`src/rtl/phy_status_pkg.sv`:
```
// Constants shared by the next page transmit and summary status register logic
package phy_status_pkg;

  // ---------------------------------------------------------------
  // Register addresses on the management port
  // ---------------------------------------------------------------
  localparam int ADDR_W = 5;
  localparam int DATA_W = 16;
  localparam int CODE_W = 11;
  localparam logic [4:0] ADR_AUTONEG_EXP = 5'h06;
  localparam logic [4:0] ADR_NEXT_PAGE_TX = 5'h07;
  localparam logic [4:0] ADR_SUMMARY_STATUS = 5'h10;
  localparam logic [4:0] ADR_FALSE_CARRIER_CNT = 5'h14;
  localparam logic [4:0] ADR_RX_ERROR_CNT = 5'h15;
  localparam logic [4:0] ADR_TENBASE_STATUS = 5'h1A;
  localparam logic [4:0] ADR_IRQ_STATUS = 5'h1B;
  localparam logic [4:0] ADR_IRQ_MASK = 5'h1C;

  // ---------------------------------------------------------------
  // Field positions
  // ---------------------------------------------------------------
  localparam int NPT_REQ_BIT = 15;
  localparam int NPT_MSG_BIT = 13;
  localparam int NPT_ACK_BIT = 12;
  localparam int NPT_TOG_BIT = 11;
  localparam int STS_RXERR_BIT = 13;
  localparam int STS_POL_BIT = 12;
  localparam int STS_FC_BIT = 11;
  localparam int STS_SD_BIT = 10;
  localparam int STS_LOCK_BIT = 9;
  localparam int STS_PAGE_BIT = 8;
  localparam int EXP_ABLE_BIT = 2;
  localparam int EXP_PAGE_BIT = 1;
  localparam int TEN_POL_BIT = 4;

  // ---------------------------------------------------------------
  // Reset values
  // ---------------------------------------------------------------
  localparam logic [10:0] CODE_RST = 11'h001;
  localparam logic MSG_RST = 1'b1;
  localparam logic REQ_RST = 1'b0;
  localparam logic ACK_RST = 1'b0;
  localparam logic TOG_RST = 1'b0;
  localparam logic EXP_ABLE_VAL = 1'b1;
  localparam logic [15:0] ZERO16 = 16'h0000;

  // ---------------------------------------------------------------
  // Sticky flag indices: four status latches, then interrupt bits
  // ---------------------------------------------------------------
  localparam int FLAGS = 9;
  localparam int F_RXERR = 0;
  localparam int F_FC = 1;
  localparam int F_POL = 2;
  localparam int F_PAGE = 3;
  localparam int F_IRQ0 = 4;
  localparam int IRQ_W = 5;
  localparam logic [4:0] IRQ_MASK_RST = 5'h00;

endpackage

```
`src/rtl/event_latch.sv`:
```
// Sticky flag whose set beats a clear in the same cycle
`timescale 1ns/1ps
module event_latch (
  input wire logic clk_in, // Clock
  input wire logic arst_n_in, // Async reset, active low
  input wire logic set_in, // Event
  input wire logic clr_in, // Clear request
  output logic q_out // Flag
);

  // Set has priority so an event in the clearing cycle survives
  always_ff @(posedge clk_in or negedge arst_n_in) begin
    if (!arst_n_in) begin
      q_out <= 1'b0;
    end else if (set_in) begin
      q_out <= 1'b1;
    end else if (clr_in) begin
      q_out <= 1'b0;
    end
  end

endmodule // event_latch

```
`src/rtl/latch_low.sv`:
```
// Latched-low status bit refreshed from its live source on a read
`timescale 1ns/1ps
module latch_low (
  input wire logic clk_in, // Clock
  input wire logic arst_n_in, // Async reset, active low
  input wire logic live_in, // Live source level
  input wire logic rd_in, // Status register read
  output logic q_out // Latched value
);

  logic q_nxt;

  // A drop sticks until read; a read reloads the live level
  assign q_nxt = rd_in ? live_in : (q_out & live_in);

  always_ff @(posedge clk_in or negedge arst_n_in) begin
    if (!arst_n_in) begin
      q_out <= 1'b0;
    end else begin
      q_out <= q_nxt;
    end
  end

endmodule // latch_low

```
`src/rtl/next_page_status_regs.sv`:
```
// Next page transmit register and upper summary status register bank
`timescale 1ns/1ps

// Functional notes
// (RULE_01) Summary status bits 15:14 ignore writes and read as zero.
// (RULE_02) Bit 12 of next page register is writable comply flag, reset zero.
// (RULE_03) Bit 11 is read-only, inverse of last exchanged word's toggle bit.
// (RULE_04) Bits 10:0 hold writable code field, reset to null page value.
// (RULE_05) Message page flag set means code is message, else unformatted.
// (RULE_06) Status bit 13 latches receive errors, clears on error counter read.
// (RULE_07) Status bit 12 copies polarity, clears on 10 Mb/s register read only.
// (RULE_08) Status bit 11 latches false carrier, clears on its counter read.
// (RULE_09) Status bit 10 is latched-low signal detect, read-only, reset zero.
// (RULE_10) Status bit 9 is latched-low descrambler lock, read-only, reset zero.
// (RULE_11) Status bit 8 copies page received, cleared only by expansion read.
// (RULE_12) Expansion bit 1 sets on received code word, clears on read.
// (RULE_13) Bit 15 is writable request for another next page.
// (RULE_14) Latched-low bit holds zero until read, then shows live value.
module next_page_status_regs
  import phy_status_pkg::*;
(
  input wire logic CLOCK_IN, // 200 MHz clock
  input wire logic ARST_N_IN, // Async reset, active low
  input wire logic [4:0] ADDR_IN, // Register address
  input wire logic [15:0] WDATA_IN, // Write data
  input wire logic WR_IN, // Write strobe
  input wire logic RD_IN, // Read strobe
  output logic [15:0] RDATA_OUT, // Read data, cycle after strobe
  input wire logic RX_ERR_IN, // Receive error event pulse
  input wire logic FALSE_CARRIER_IN, // False carrier event pulse
  input wire logic POLARITY_INV_IN, // Inverted polarity level
  input wire logic SIGNAL_DETECT_IN, // Live signal detect
  input wire logic DESCR_LOCK_IN, // Live descrambler lock
  input wire logic LCW_RX_IN, // Link code word exchanged pulse
  input wire logic LCW_TOGGLE_IN, // Toggle bit of that word
  output logic NEXT_PAGE_REQUEST_OUT, // Another next page wanted
  output logic MESSAGE_PAGE_FLAG_OUT, // Code is a message page
  output logic COMPLY_ACKNOWLEDGE_OUT, // Will comply with message
  output logic TOGGLE_OUT, // Toggle for next transmit word
  output logic [10:0] CODE_OUT, // Code field to transmit
  output logic IRQ_OUT // Interrupt, active high level
);

  // ---------------------------------------------------------------
  // Address decode
  // ---------------------------------------------------------------
  logic wr_npt;
  logic wr_mask;
  logic rd_exp;
  logic rd_npt;
  logic rd_sum;
  logic rd_fc;
  logic rd_rxe;
  logic rd_ten;
  logic rd_irq;
  logic rd_mask;

  // One read strobe per register address; write strobes for next page and mask only
  assign wr_npt = WR_IN && (ADDR_IN == ADR_NEXT_PAGE_TX);
  assign wr_mask = WR_IN && (ADDR_IN == ADR_IRQ_MASK);
  assign rd_exp = RD_IN && (ADDR_IN == ADR_AUTONEG_EXP);
  assign rd_npt = RD_IN && (ADDR_IN == ADR_NEXT_PAGE_TX);
  assign rd_sum = RD_IN && (ADDR_IN == ADR_SUMMARY_STATUS);
  assign rd_fc = RD_IN && (ADDR_IN == ADR_FALSE_CARRIER_CNT);
  assign rd_rxe = RD_IN && (ADDR_IN == ADR_RX_ERROR_CNT);
  assign rd_ten = RD_IN && (ADDR_IN == ADR_TENBASE_STATUS);
  assign rd_irq = RD_IN && (ADDR_IN == ADR_IRQ_STATUS);
  assign rd_mask = RD_IN && (ADDR_IN == ADR_IRQ_MASK);

  // ---------------------------------------------------------------
  // Next page transmit register
  // ---------------------------------------------------------------
  logic req_r;
  logic msg_r;
  logic ack_r;
  logic tog_r;
  logic [10:0] code_r;

  // Software fields; bit 14 and bit 11 take no write
  always_ff @(posedge CLOCK_IN or negedge ARST_N_IN) begin
    if (!ARST_N_IN) begin
      req_r <= REQ_RST;
      msg_r <= MSG_RST;
      ack_r <= ACK_RST;
      code_r <= CODE_RST; // see (RULE_04)
    end else if (wr_npt) begin
      req_r <= WDATA_IN[NPT_REQ_BIT]; // see (RULE_13)
      msg_r <= WDATA_IN[NPT_MSG_BIT];
      ack_r <= WDATA_IN[NPT_ACK_BIT]; // see (RULE_02)
      code_r <= WDATA_IN[CODE_W-1:0]; // see (RULE_04)
    end
  end

  // Toggle follows the inverse of each exchanged word's toggle
  always_ff @(posedge CLOCK_IN or negedge ARST_N_IN) begin
    if (!ARST_N_IN) begin
      tog_r <= TOG_RST;
    end else if (LCW_RX_IN) begin
      tog_r <= !LCW_TOGGLE_IN; // see (RULE_03)
    end
  end

  // Fields go out to the arbitration logic straight from the flops
  assign NEXT_PAGE_REQUEST_OUT = req_r;
  assign MESSAGE_PAGE_FLAG_OUT = msg_r; // see (RULE_05)
  assign COMPLY_ACKNOWLEDGE_OUT = ack_r;
  assign TOGGLE_OUT = tog_r;
  assign CODE_OUT = code_r; // see (RULE_05)

  // ---------------------------------------------------------------
  // Sticky flags: status latches and interrupt status
  // ---------------------------------------------------------------
  logic [FLAGS-1:0] set_vec;
  logic [FLAGS-1:0] clr_vec;
  logic [FLAGS-1:0] flag_q;
  logic sd_q;
  logic lock_q;
  logic sd_d1_r;
  logic lock_d1_r;
  logic [4:0] irq_ev;
  logic [4:0] irq_stat;
  logic [4:0] irq_mask_r;

  // Loss of signal or lock is an interrupt event
  assign irq_ev[0] = RX_ERR_IN;
  assign irq_ev[1] = FALSE_CARRIER_IN;
  assign irq_ev[2] = LCW_RX_IN;
  assign irq_ev[3] = sd_d1_r && !SIGNAL_DETECT_IN;
  assign irq_ev[4] = lock_d1_r && !DESCR_LOCK_IN;

  // Set and clear sources of each latch
  assign set_vec[F_RXERR] = RX_ERR_IN; // see (RULE_06)
  assign clr_vec[F_RXERR] = rd_rxe; // see (RULE_06)
  assign set_vec[F_FC] = FALSE_CARRIER_IN; // see (RULE_08)
  assign clr_vec[F_FC] = rd_fc; // see (RULE_08)
  assign set_vec[F_POL] = POLARITY_INV_IN; // see (RULE_07)
  assign clr_vec[F_POL] = rd_ten; // see (RULE_07)
  assign set_vec[F_PAGE] = LCW_RX_IN; // see (RULE_12)
  assign clr_vec[F_PAGE] = rd_exp; // see (RULE_11)
  assign set_vec[FLAGS-1:F_IRQ0] = irq_ev;
  assign clr_vec[FLAGS-1:F_IRQ0] = {IRQ_W{rd_irq}};

  // One sticky flag per status latch and per interrupt bit, nine in all
  genvar gi;
  generate
    for (gi = 0; gi < FLAGS; gi++) begin : g_flag
      event_latch u_flag (
        .clk_in(CLOCK_IN),
        .arst_n_in(ARST_N_IN),
        .set_in(set_vec[gi]),
        .clr_in(clr_vec[gi]),
        .q_out(flag_q[gi])
      );
    end
  endgenerate

  assign irq_stat = flag_q[FLAGS-1:F_IRQ0];

  // Latched-low signal detect and lock, refreshed by a status read
  latch_low u_sd (
    .clk_in(CLOCK_IN),
    .arst_n_in(ARST_N_IN),
    .live_in(SIGNAL_DETECT_IN), // see (RULE_09)
    .rd_in(rd_sum), // see (RULE_14)
    .q_out(sd_q)
  );

  latch_low u_lock (
    .clk_in(CLOCK_IN),
    .arst_n_in(ARST_N_IN),
    .live_in(DESCR_LOCK_IN), // see (RULE_10)
    .rd_in(rd_sum), // see (RULE_14)
    .q_out(lock_q)
  );

  // Previous live levels for the loss events, and the mask
  always_ff @(posedge CLOCK_IN or negedge ARST_N_IN) begin
    if (!ARST_N_IN) begin
      sd_d1_r <= 1'b0;
      lock_d1_r <= 1'b0;
      irq_mask_r <= IRQ_MASK_RST;
    end else begin
      sd_d1_r <= SIGNAL_DETECT_IN;
      lock_d1_r <= DESCR_LOCK_IN;
      if (wr_mask) begin
        irq_mask_r <= WDATA_IN[IRQ_W-1:0];
      end
    end
  end

  // Interrupt high while any unmasked status bit is set
  assign IRQ_OUT = |(irq_stat & irq_mask_r);

  // ---------------------------------------------------------------
  // Read data
  // ---------------------------------------------------------------
  logic [15:0] npt_word;
  logic [15:0] sum_word;
  logic [15:0] exp_word;
  logic [15:0] ten_word;
  logic [15:0] rdata_nxt;
  logic [15:0] rdata_r;

  // Register images; unlisted bits read zero
  always_comb begin
    npt_word = ZERO16;
    npt_word[NPT_REQ_BIT] = req_r;
    npt_word[NPT_MSG_BIT] = msg_r;
    npt_word[NPT_ACK_BIT] = ack_r;
    npt_word[NPT_TOG_BIT] = tog_r; // see (RULE_03)
    npt_word[CODE_W-1:0] = code_r;
    sum_word = ZERO16; // see (RULE_01)
    sum_word[STS_RXERR_BIT] = flag_q[F_RXERR];
    sum_word[STS_POL_BIT] = flag_q[F_POL];
    sum_word[STS_FC_BIT] = flag_q[F_FC];
    sum_word[STS_SD_BIT] = sd_q;
    sum_word[STS_LOCK_BIT] = lock_q;
    sum_word[STS_PAGE_BIT] = flag_q[F_PAGE]; // see (RULE_11)
    exp_word = ZERO16;
    exp_word[EXP_ABLE_BIT] = EXP_ABLE_VAL;
    exp_word[EXP_PAGE_BIT] = flag_q[F_PAGE]; // see (RULE_12)
    ten_word = ZERO16;
    ten_word[TEN_POL_BIT] = flag_q[F_POL];
  end

  // Read selection; unmapped addresses answer zero
  assign rdata_nxt = rd_npt ? npt_word :
                     rd_sum ? sum_word :
                     rd_exp ? exp_word :
                     rd_ten ? ten_word :
                     rd_irq ? {11'h000, irq_stat} :
                     rd_mask ? {11'h000, irq_mask_r} :
                     ZERO16;

  // Data stand only in the cycle after the read strobe
  always_ff @(posedge CLOCK_IN or negedge ARST_N_IN) begin
    if (!ARST_N_IN) begin
      rdata_r <= ZERO16;
    end else begin
      rdata_r <= rdata_nxt;
    end
  end

  assign RDATA_OUT = rdata_r;
endmodule // next_page_status_regs

```
`config.mk`:
```
export PLATFORM = sky130hd
export DESIGN_NAME = next_page_status_regs
export DESIGN_NICKNAME = d
export VERILOG_FILES = /design/src/rtl/phy_status_pkg.sv /design/src/rtl/event_latch.sv /design/src/rtl/latch_low.sv /design/src/rtl/next_page_status_regs.sv
export SDC_FILE = /design/constraint.sdc
export NUM_CORES = 1
export LEC_CHECK = 0
export ABC_CLOCK_PERIOD_IN_PS = 1100
export BUFFER_PORTS_ARGS = -buffer_cell sky130_fd_sc_hd__clkbuf_2
export CAP_MARGIN = 10
export CORE_ASPECT_RATIO = 1.75
export CORE_UTILIZATION = 52
export CTS_BUF_LIST = sky130_fd_sc_hd__clkbuf_4 sky130_fd_sc_hd__clkbuf_8
export DETAILED_ROUTE_END_ITERATION = 10
export PLACE_DENSITY = 0.84
export SLEW_MARGIN = 20
export SYNTH_ARGS = -nofsm -noshare
export SYNTH_HDL_FRONTEND = slang
export SYNTH_HIERARCHICAL = 1
export SYNTH_SLANG_ARGS = --single-unit
```
`constraint.sdc`:
```
create_clock -name CLOCK_IN -period 1.1 [get_ports CLOCK_IN]
set_input_delay 0.165 -clock CLOCK_IN [delete_from_list [all_inputs] [get_ports CLOCK_IN]]
set_output_delay 0.165 -clock CLOCK_IN [all_outputs]
set_load 0.01 [all_outputs]
```
==> impl_metrics.tcl, run 1 <==
set metrics [dict create \
    status "finished with violations" \
    failed_checks "negative setup slack" \
    post-dp-hpwl_mm 3.08 \
    startpoint_type "register" \
    synth_top_area_share 0.597 \
    max_freq_mhz 693 \
    die_x_microns 48.0 \
    crit_buf_inv 1 \
    gr-usage-met2 0.423 \
    dieArea_sq_mm 0.00397 \
    min_from "SIGNAL_DETECT_IN" \
    startpoint "g_flag[8].u_flag/q_out$_DFFE_PN0P_" \
    power_frac_comb 0.168 \
    async_flop_share 1.00 \
    area_growth_pct 33.4 \
    grt_pass1_vias 1534 \
    p_sw_frac 0.255 \
    dr.pass1.iters 4 \
    hold_path_class "in2reg" \
    setup_violations 3 \
    required_ns 0.94 \
    yosys-top-cells-area "dfrtp_1, mux2_1, mux2_2" \
    ys.flop_type "dfrtp_1" \
    nFillCells 236 \
    synth_edf_count 0 \
    crit_arrival_ns 1.28 \
    max_cap_viol_count 0 \
    ys_ff_latch 48 \
    antenna_found_initial 0 \
    grt_setup_unrepaired "true" \
    fin_worst_skew_ns 0.00513 \
    cp_max_fo 2 \
    syn_nets 177 \
    powerDensity_mw_per_mm2 1420 \
    finalWorstSetupSlack_ns -0.343 \
    pre_cts_slack_ns -0.246 \
    worstSetupPathType "reg2out" \
    clk_path_buf_depth 2 \
    busiest_layer "met2" \
    grt_use_total 0.248 \
    ir_drop_v 0.00118 \
    clock_latency_ns 0.30 \
    ant_nets 0 \
    slowest_delay_ns 0.39 \
    drc 0 \
    port_buffers 60 \
    critPathSlowestCell "dfrtp_1" \
    min_period_ns 1.44 \
    routabilityCongestion 0.833 \
    grt_max_degree 49 \
    core_area_sq_mm 0.00347 \
    synth_cell_types 32 \
    die_h_microns 82.6 \
    synth_area_sq_mm 0.00193 \
    antenna_cells 0 \
    start_util 0.556 \
    vias_per_cell 5.29 \
    use_met1 0.276 \
    seq_area_frac_synth 0.624 \
    clkPwrFrac 0.270 \
    dp.cells 267 \
    yosys_warnings 6 \
    drt_iter0_markers 40 \
    vias 1470 \
    cp-end-kind "output pin" \
    synth_largest_area_cell "dfrtp_1" \
    syn_inst 145 \
    finalWirelength_mm 4.22 \
    grt_pass1_wl_mm 6.80 \
    cts_root_buffer "clkbuf_8" \
    instances_no_fill 278 \
    report.power.total_mw 3.64 \
    fin_crit_sh 1.31 \
    cts_sinks 48 \
    h-tree-depth 2 \
    finish.net_count 265 \
    rows 28 \
    cts_buffers 5 \
    pwr-share-seq 0.562 \
    crit_family "flip-flops" \
    path_cells "a222oi_1 -> nand2_1 -> clkbuf_2" \
    path_clk_slew_ns 0.08 \
    r2r_start "g_flag[8].u_flag/q_out$_DFFE_PN0P_" \
    leakagePower_nw 1.29 \
    p_int_mw 2.72 \
    grt.met3_usage 0.0478 \
    final.setup.tns_ns -0.347 \
    final_cell_mix "clkbuf_2, dfrtp_1, buf_4, inv_1, mux2_1" \
    cts_tree "built" \
    grt.overflow.total 0 \
    hold_violations 0 \
    drive_gt1_frac 0.459 \
    syn-mean-instance-area_sq_um 13.3 \
    io_pins 64 \
    wl_per_cell_microns 15.2 \
    layout_commonest_cell "clkbuf_2" \
    slew_viol_final 0 \
    netSwitchingPower_mw 0.927 \
]
[registers in the layout (all words and copies together), names as in the netlist]
signal / flops
RDATA_OUT: 15
CODE_OUT: 11
g_flag.u_flag/q_out: 9
irq_mask_r: 5
COMPLY_ACKNOWLEDGE_OUT: 1
MESSAGE_PAGE_FLAG_OUT: 1
NEXT_PAGE_REQUEST_OUT: 1
TOGGLE_OUT: 1
lock_d1_r: 1
sd_d1_r: 1
u_lock/q_out: 1
u_sd/q_out: 1
[cell type report]
class / count / area, sq um / share of cell area
Clock buffer: 6 / 76.3 / 0.0297
Inverter: 12 / 45.0 / 0.0175
Sequential cell: 48 / 1200 / 0.468
Tap cell: 45 / 56.3 / 0.0219
Clock inverter: 1 / 5.00 / 0.00194
Timing Repair Buffer: 84 / 520 / 0.202
Multi-Input combinational cell: 82 / 667 / 0.259
[final timing paths]
check	endpoint	slack, ns	depth (start not counted)
max	IRQ_OUT	-0.34	3
min	sd_d1_r$_DFF_PN0_	0.02	1
max reg2reg	RDATA_OUT[4]$_DFF_PN0_	0.04	4
min reg2reg	u_lock/q_out$_DFF_PN0_	0.49	1
max in group asynchronous	CODE_OUT[0]$_DFFE_PN1P_	0.44	3
min in group asynchronous	RDATA_OUT[10]$_DFF_PN0_	0.38	3
[metal layers]
| layer | routed length [microns] | vias to the layer above |
|---|---|---|
| li1 | - | 683 |
| met1 | 1580 | 721 |
| met2 | 2330 | 53 |
| met3 | 172 | 13 |
| met4 | 146 | 0 |
| met5 | 0 | - |
[cell usage after synthesis (2+ instances only)]
master	count
a21o_1	9
mux2_1	11
a222oi_1	3
and2_1	4
nor2b_1	2
a22oi_1	2
mux2_2	9
nand2b_1	2
a22o_1	6
o21a_1	2
o21ai_0	2
dfrtp_1	46
dfstp_2	2
nand4bb_1	2
nand2_1	9
inv_1	12
nor2_1	7
[timing repair]
item / 4_1_cts / 5_1_grt
pin swaps: 2 / 2
resized for setup: 0 / 5
setup buffers: 3 / 0
hold buffers: 1 / 0
hold endpoints to repair: 46 / 0
setup endpoints to repair: 3 / 6
[power by group through the flow]
stage               clock (mW)  sequential, mW  combinational [mW]
floorplan                    0            2.11               0.193
global placement             0            2.07               0.537
detailed placement           0            2.08               0.560
CTS                       1.02            2.04               0.600
global route              1.10            2.07               0.676
finish                   0.985            2.05               0.610
[cell families (layout without fill, tap and decap cells)]
logic type / count (synthesis) / in the layout / share of synthesized area
flip-flops: 48 / 48 / 0.624
AND/OR/NAND/NOR: 33 / 33 / 0.109
AO/OA/AOI/OAI: 28 / 28 / 0.113
multiplexers: 20 / 20 / 0.117
buffers and inverters: 15 / 103 / 0.0357
other: 1 / 1 / 0.00194
[per-stage QoR]
step           instance area, sq um  hold WS, ns   util
5_1_grt                        2570      0.00590  0.742
3_5_place_dp                   2440        0.168  0.705
2_1_floorplan                  1940       -0.131      -
6_report                       2570       0.0162  0.742
4_1_cts                        2560       0.0164  0.738
3_3_place_gp                   2440        0.162  0.705
(Power assumes the default switching activity.)
==> inputs of run 2 (changes only) <==
Settings changed: CTS_CLUSTER_DIAMETER from default to 60, PLACE_DENSITY 0.84 to default, PLACE_DENSITY_LB_ADDON from default to 0.12.
==> run 2 against run 1 <==
The run still ends with negative setup slack left. Worst setup slack better by 0.023 ns. Worst hold slack better by 0.020 ns. Register-to-register slack better by 0.04 ns. First-iteration DRC count down 38%. Combinational power up 2%. Highest routed layer unchanged.
==> impl_metrics.tcl, run 2 (same netlist as run 1, synthesis figures left out) <==
set metrics [dict create \
    max_freq_mhz 704 \
    start_util 0.556 \
    layout_commonest_cell "clkbuf_2" \
    crit_family "flip-flops" \
    area_growth_pct 37.1 \
    vias 1442 \
    path_cells "a222oi_1 -> nand2_1 -> clkbuf_2" \
    min_period_ns 1.42 \
    finalWirelength_mm 4.09 \
    ant_nets 0 \
    dieArea_sq_mm 0.00397 \
    ir_drop_v 0.00127 \
    antenna_found_initial 0 \
    cts_sinks 48 \
    vias_per_cell 5.06 \
    cp_max_fo 2 \
    largest_reg_flops 15 \
    leakagePower_nw 1.33 \
    wl_per_cell_microns 14.3 \
    finalWorstSetupSlack_ns -0.320 \
    grt_use_total 0.239 \
    slew_viol_final 0 \
    required_ns 0.94 \
    cts_root_buffer "clkbuf_8" \
    dr.pass1.iters 4 \
    drt_iter0_markers 25 \
    fin_worst_skew_ns 0.0118 \
    setup_violations 2 \
    place_area_sq_mm 0.00247 \
    grt_pass1_vias 1403 \
    cts_buffers 5 \
    core_area_sq_mm 0.00347 \
    slowest_delay_ns 0.39 \
    fin_crit_sh 1.29 \
    report.power.total_mw 3.92 \
    drc 0 \
    grt_max_degree 49 \
    clk_path_buf_depth 2 \
    powerDensity_mw_per_mm2 1480 \
    hold_path_class "in2reg" \
    post-dp-hpwl_mm 3.14 \
    die_x_microns 48.0 \
    clock_latency_ns 0.31 \
    drive_gt1_frac 0.467 \
    rows 28 \
    final.setup.tns_ns -0.340 \
    nFillCells 240 \
    hold_violations 0 \
    grt_pass1_wl_mm 6.35 \
    h-tree-depth 2 \
    crit_buf_inv 1 \
    status "finished with violations" \
    routabilityCongestion 0.877 \
    die_h_microns 82.6 \
    port_buffers 60 \
    grt.overflow.total 0 \
    stdcell_area_sq_mm 0.00265 \
    grt_setup_unrepaired "true" \
    critPathSlowestCell "dfrtp_1" \
    io_pins 64 \
    failed_checks "negative setup slack" \
    pre_cts_slack_ns -0.239 \
    finish.net_count 271 \
    antenna_cells 0 \
    post-route-util 0.763 \
    max_cap_viol_count 0 \
    path_clk_slew_ns 0.09 \
    worstSetupPathType "reg2out" \
    final_cell_mix "clkbuf_2, dfrtp_1, buf_4, inv_1, mux2_1" \
    cts_tree "built" \
    startpoint_type "register" \
    cp-end-kind "output pin" \
    crit_arrival_ns 1.25 \
]
run 2: changes by cell type in the layout (fill, tap and decap cells not counted), sizes merged:
cell         change
buf              +4
dlygate4sd3      +2
bufinv           +1
run 2: what timing repair did:
item | CTS | global route
endpoints found under the setup margin | 3 | 11
setup buffers | 2 | 1
hold buffers | 2 | 1
hold endpoints to repair | 47 | 1
pin swaps | 1 | 1
resized for setup | 0 | 7
run 2: where the power goes:
part           switching [mW]  internal (mW)  total [mW]
Sequential              0.108           1.93        2.04
Clock                   0.556          0.699        1.25
Combinational           0.288          0.337       0.624
Total                   0.951           2.97        3.92
run 2: worst paths after layout:
check                                                    from                            endpoint  slack (ns)  cells past startpoint
setup / recovery                    irq_mask_r[4]$_DFFE_PN0P_                             IRQ_OUT       -0.32                      3
hold / removal                                  LCW_TOGGLE_IN              TOGGLE_OUT$_DFFE_PN0P_        0.04                      2
setup reg to reg           g_flag[7].u_flag/q_out$_DFFE_PN0P_              RDATA_OUT[3]$_DFF_PN0_        0.08                      3
hold reg to reg            g_flag[1].u_flag/q_out$_DFFE_PN0P_  g_flag[1].u_flag/q_out$_DFFE_PN0P_        0.49                      1
max in group asynchronous                           ARST_N_IN             CODE_OUT[0]$_DFFE_PN1P_        0.46                      3
min in group asynchronous                           ARST_N_IN             RDATA_OUT[10]$_DFF_PN0_        0.37                      3
run 2: per-layer routing:
layer / global-route usage / up-vias / part of all wire / wire (microns)
met5: 0 / - / 0 / 0
met4: 0.119 / 0 / 0.036 / 147
met3: 0.0543 / 12 / 0.053 / 218
met2: 0.405 / 58 / 0.54 / 2230
met1: 0.265 / 675 / 0.37 / 1500
li1: - / 697 / - / -
run 2: metrics by stage:
stage                     instances  hold WS (ns)
after detailed placement        272         0.170
after global routing            285        0.0316
final                           285        0.0359
after CTS                       284     0.0000125
after floorplan                 145        -0.131
after global placement          272         0.165
run 2: area by class of cell:
cell class / count / area, sq um / area share
repair buffers: 90 / 562 / 0.212
flip-flops and latches: 48 / 1200 / 0.455
multi-input cells: 82 / 667 / 0.252
clock inverters: 2 / 35.0 / 0.0132
clock buffers: 6 / 76.3 / 0.0289
inverters: 12 / 45.0 / 0.0170
well taps: 45 / 56.3 / 0.0213
==> inputs of run 3 (changes only) <==
Settings changed: ABC_AREA from default to 1, CORE_UTILIZATION 52 to 45.
==> run 3 against run 2 <==
The flow still finishes with violations (negative setup slack). Via count grew 22%. Flip-flop and latch count did not move. Area after synthesis rose by 8.4%. Fmax rose by 7.8%. Largest power group unchanged. Die area increased by 24%. Largest cell class unchanged. Utilization shrank 15 points. Cell count grew 32%. Cell area increased by 2.6%. Wire length up 15%. Synthesized cell count grew 68%. Global-route usage shrank 2.6 points. Highest routed layer unchanged.
==> impl_metrics.tcl, run 3 <==
set metrics [dict create \
    status "finished with violations" \
    dieArea_sq_mm 0.00493 \
    nFillCells 403 \
    drt_iter0_markers 60 \
    critPathSlowestCell "dfrtp_1" \
    grt_max_degree 29 \
    instances_no_fill 377 \
    yosysMostFrequentCell "nand2_1" \
    cp_max_fo 2 \
    finalWirelength_mm 4.70 \
    async_flop_share 1.00 \
    wl_per_cell_microns 12.5 \
    ys_ff_latch 48 \
    post-route-util 0.610 \
    ir_drop_v 0.00129 \
    synth_top_area_share 0.551 \
    routabilityCongestion 0.827 \
    synth_xor_area_frac 0 \
    max_freq_mhz 759 \
    synth_area_sq_mm 0.00209 \
    syn_inst 243 \
    synth_top_family_by_area "simple AND/OR/NAND/NOR gates" \
    synthAdderAreaFrac 0 \
    vias 1759 \
    synth_mux_area_frac 0 \
    drc 0 \
    core_area_sq_mm 0.00444 \
    grt_setup_unrepaired "true" \
    crit_arrival_ns 1.15 \
    die_x_microns 53.5 \
    crit_buf_inv 1 \
    port_buffers 60 \
    clock_latency_ns 0.29 \
    area_growth_pct 29.7 \
    stdcell_area_sq_mm 0.00271 \
    required_ns 0.94 \
    finish.net_count 358 \
    yosys_warnings 6 \
    hold_ws_ns 0.0137 \
    finalWorstSetupSlack_ns -0.217 \
    fin_worst_skew_ns 0.00183 \
    yosys-top-cells-area "dfrtp_1, nand2_1, inv_1" \
    worstSetupPathType "reg2out" \
    failed_checks "negative setup slack" \
    ys.flop_type "dfrtp_1" \
    cts_root_buffer "clkbuf_8" \
    ant_nets 0 \
    clk_path_buf_depth 2 \
    synth_compound_area_frac 0.0646 \
    yosys.area_share.simple 0.245 \
    vias_per_cell 4.67 \
    grt_use_total 0.213 \
    syn-mean-instance-area_sq_um 8.60 \
    drive_gt1_frac 0.307 \
    grt.overflow.total 0 \
    fin_crit_sh 1.20 \
    path_cells "nand2_1 -> nand2_1 -> a21oi_2 -> nand3_1 -> buf_2" \
    slew_viol_final 0 \
    post-dp-hpwl_mm 3.64 \
    path_common_cell "nand2_1" \
    die_h_microns 92.2 \
    antenna_cells 0 \
    setup_violations 1 \
    cts_buffers 5 \
    dr.pass1.iters 4 \
    synth_largest_area_cell "dfrtp_1" \
    hold_path_class "in2reg" \
    syn_nets 275 \
    cts_sinks 48 \
    startpoint_type "register" \
    place_area_sq_mm 0.00256 \
    io_pins 64 \
    final.setup.tns_ns -0.217 \
    seq_area_frac_synth 0.576 \
    rows 32 \
    synth_edf_count 0 \
    antenna_found_initial 0 \
    hold_violations 0 \
    final_cell_mix "nand2_1, clkbuf_2, inv_1, dfrtp_1, nand3_1" \
    slowest_delay_ns 0.40 \
    crit_family "flip-flops" \
    grt_pass1_vias 1631 \
    path_clk_slew_ns 0.08 \
    start_util 0.470 \
    h-tree-depth 2 \
    layout_commonest_cell "nand2_1" \
    max_cap_viol_count 0 \
    leakagePower_nw 1.55 \
    cts_tree "built" \
    dp.cells 363 \
    cp-end-kind "output pin" \
    largest_reg_flops 15 \
    synth_cell_types 19 \
    grt_pass1_wl_mm 7.47 \
    min_period_ns 1.32 \
    synthTopCellsByCount "nand2_1, inv_1, dfrtp_1, nand3_1, nor2_1" \
    powerDensity_mw_per_mm2 1370 \
]
==> run 3: cell count changes after synthesis, moves of 6 or more <==
cell | previous run | this run
a21o_1 | 9 | 0
a22o_1 | 6 | 0
inv_1 | 12 | 52
mux2_1 | 11 | 0
mux2_2 | 9 | 0
nand2_1 | 9 | 65
nand3_1 | 0 | 19
nand4_1 | 0 | 9
nor2_1 | 7 | 17
o21ai_2 | 0 | 8
==> run 3: cell families (layout without fill, tap and decap cells) <==
kind of cell           after synthesis  in the layout
AOI/OAI and AO/OA                   21             21
DFF                                 48             48
and+or+nand+nor                    116            116
other                                1              1
buffers and inverters               57            140
==> run 3: cell type report <==
type / instances / area [sq um] / area share
clock buffers: 6 / 76.3 / 0.0281
clock inverters: 1 / 5.00 / 0.00185
inverters: 52 / 195 / 0.0720
multi-input cells: 138 / 656 / 0.242
flip-flops and latches: 48 / 1200 / 0.444
well taps: 51 / 63.8 / 0.0235
repair buffers: 81 / 513 / 0.189
==> run 3: power breakdown <==
group          total [mW]  switching (mW)  internal, mW  leakage [nW]
registers            2.05           0.124          1.92         0.592
clock network        1.00           0.546         0.458        0.0445
logic               0.675           0.357         0.317         0.911
==> run 3: final timing paths <==
path	startpoint	end	slack (ns)	cells past startpoint
max in group asynchronous	ARST_N_IN	CODE_OUT[0]$_DFFE_PN1P_	0.30	3
min in group asynchronous	ARST_N_IN	RDATA_OUT[10]$_DFF_PN0_	0.26	2
setup reg to reg	g_flag[6].u_flag/q_out$_DFFE_PN0P_	RDATA_OUT[2]$_DFF_PN0_	0.21	3
hold reg to reg	u_sd/q_out$_DFF_PN0_	RDATA_OUT[10]$_DFF_PN0_	0.49	2
setup / recovery	g_flag[5].u_flag/q_out$_DFFE_PN0P_	IRQ_OUT	-0.22	5
hold / removal	DESCR_LOCK_IN	lock_d1_r$_DFF_PN0_	0.01	1
==> run 3: worst register-to-register path, cell delays in order, from the launching register on <==
cell and delay, ns:
dfrtp_1 0.40, buf_4 0.14, nand3_1 0.08, nand4_1 0.13
==> run 3: layer usage <==
layer  wire length (microns)  part of all wire  global-route usage  vias to the layer above
met5                       0                 0                   0                        -
met4                      38            0.0081              0.0658                        0
met3                     207             0.044              0.0415                        2
met2                    2490              0.53               0.363                       54
met1                    1960              0.42               0.259                      802
li1                        -                 -                   -                      901
==> run 3: per-stage QoR <==
stage	power, mW	worst slack [ns]
after global routing	3.92	-0.321
after floorplan	2.36	0.0483
after global placement	2.66	-0.00997
final	3.73	-0.217
after detailed placement	2.68	-0.0433
after CTS	3.70	-0.242
==> run 3: repair_timing <==
| item | CTS | global route |
|---|---|---|
| setup buffers | 3 | 2 |
| hold buffers | 1 | 1 |
| setup endpoints to repair | 3 | 3 |
| endpoints found under the hold margin | 7 | 1 |
| pin swaps | 3 | 3 |
| gates resized for setup | 0 | 6 |
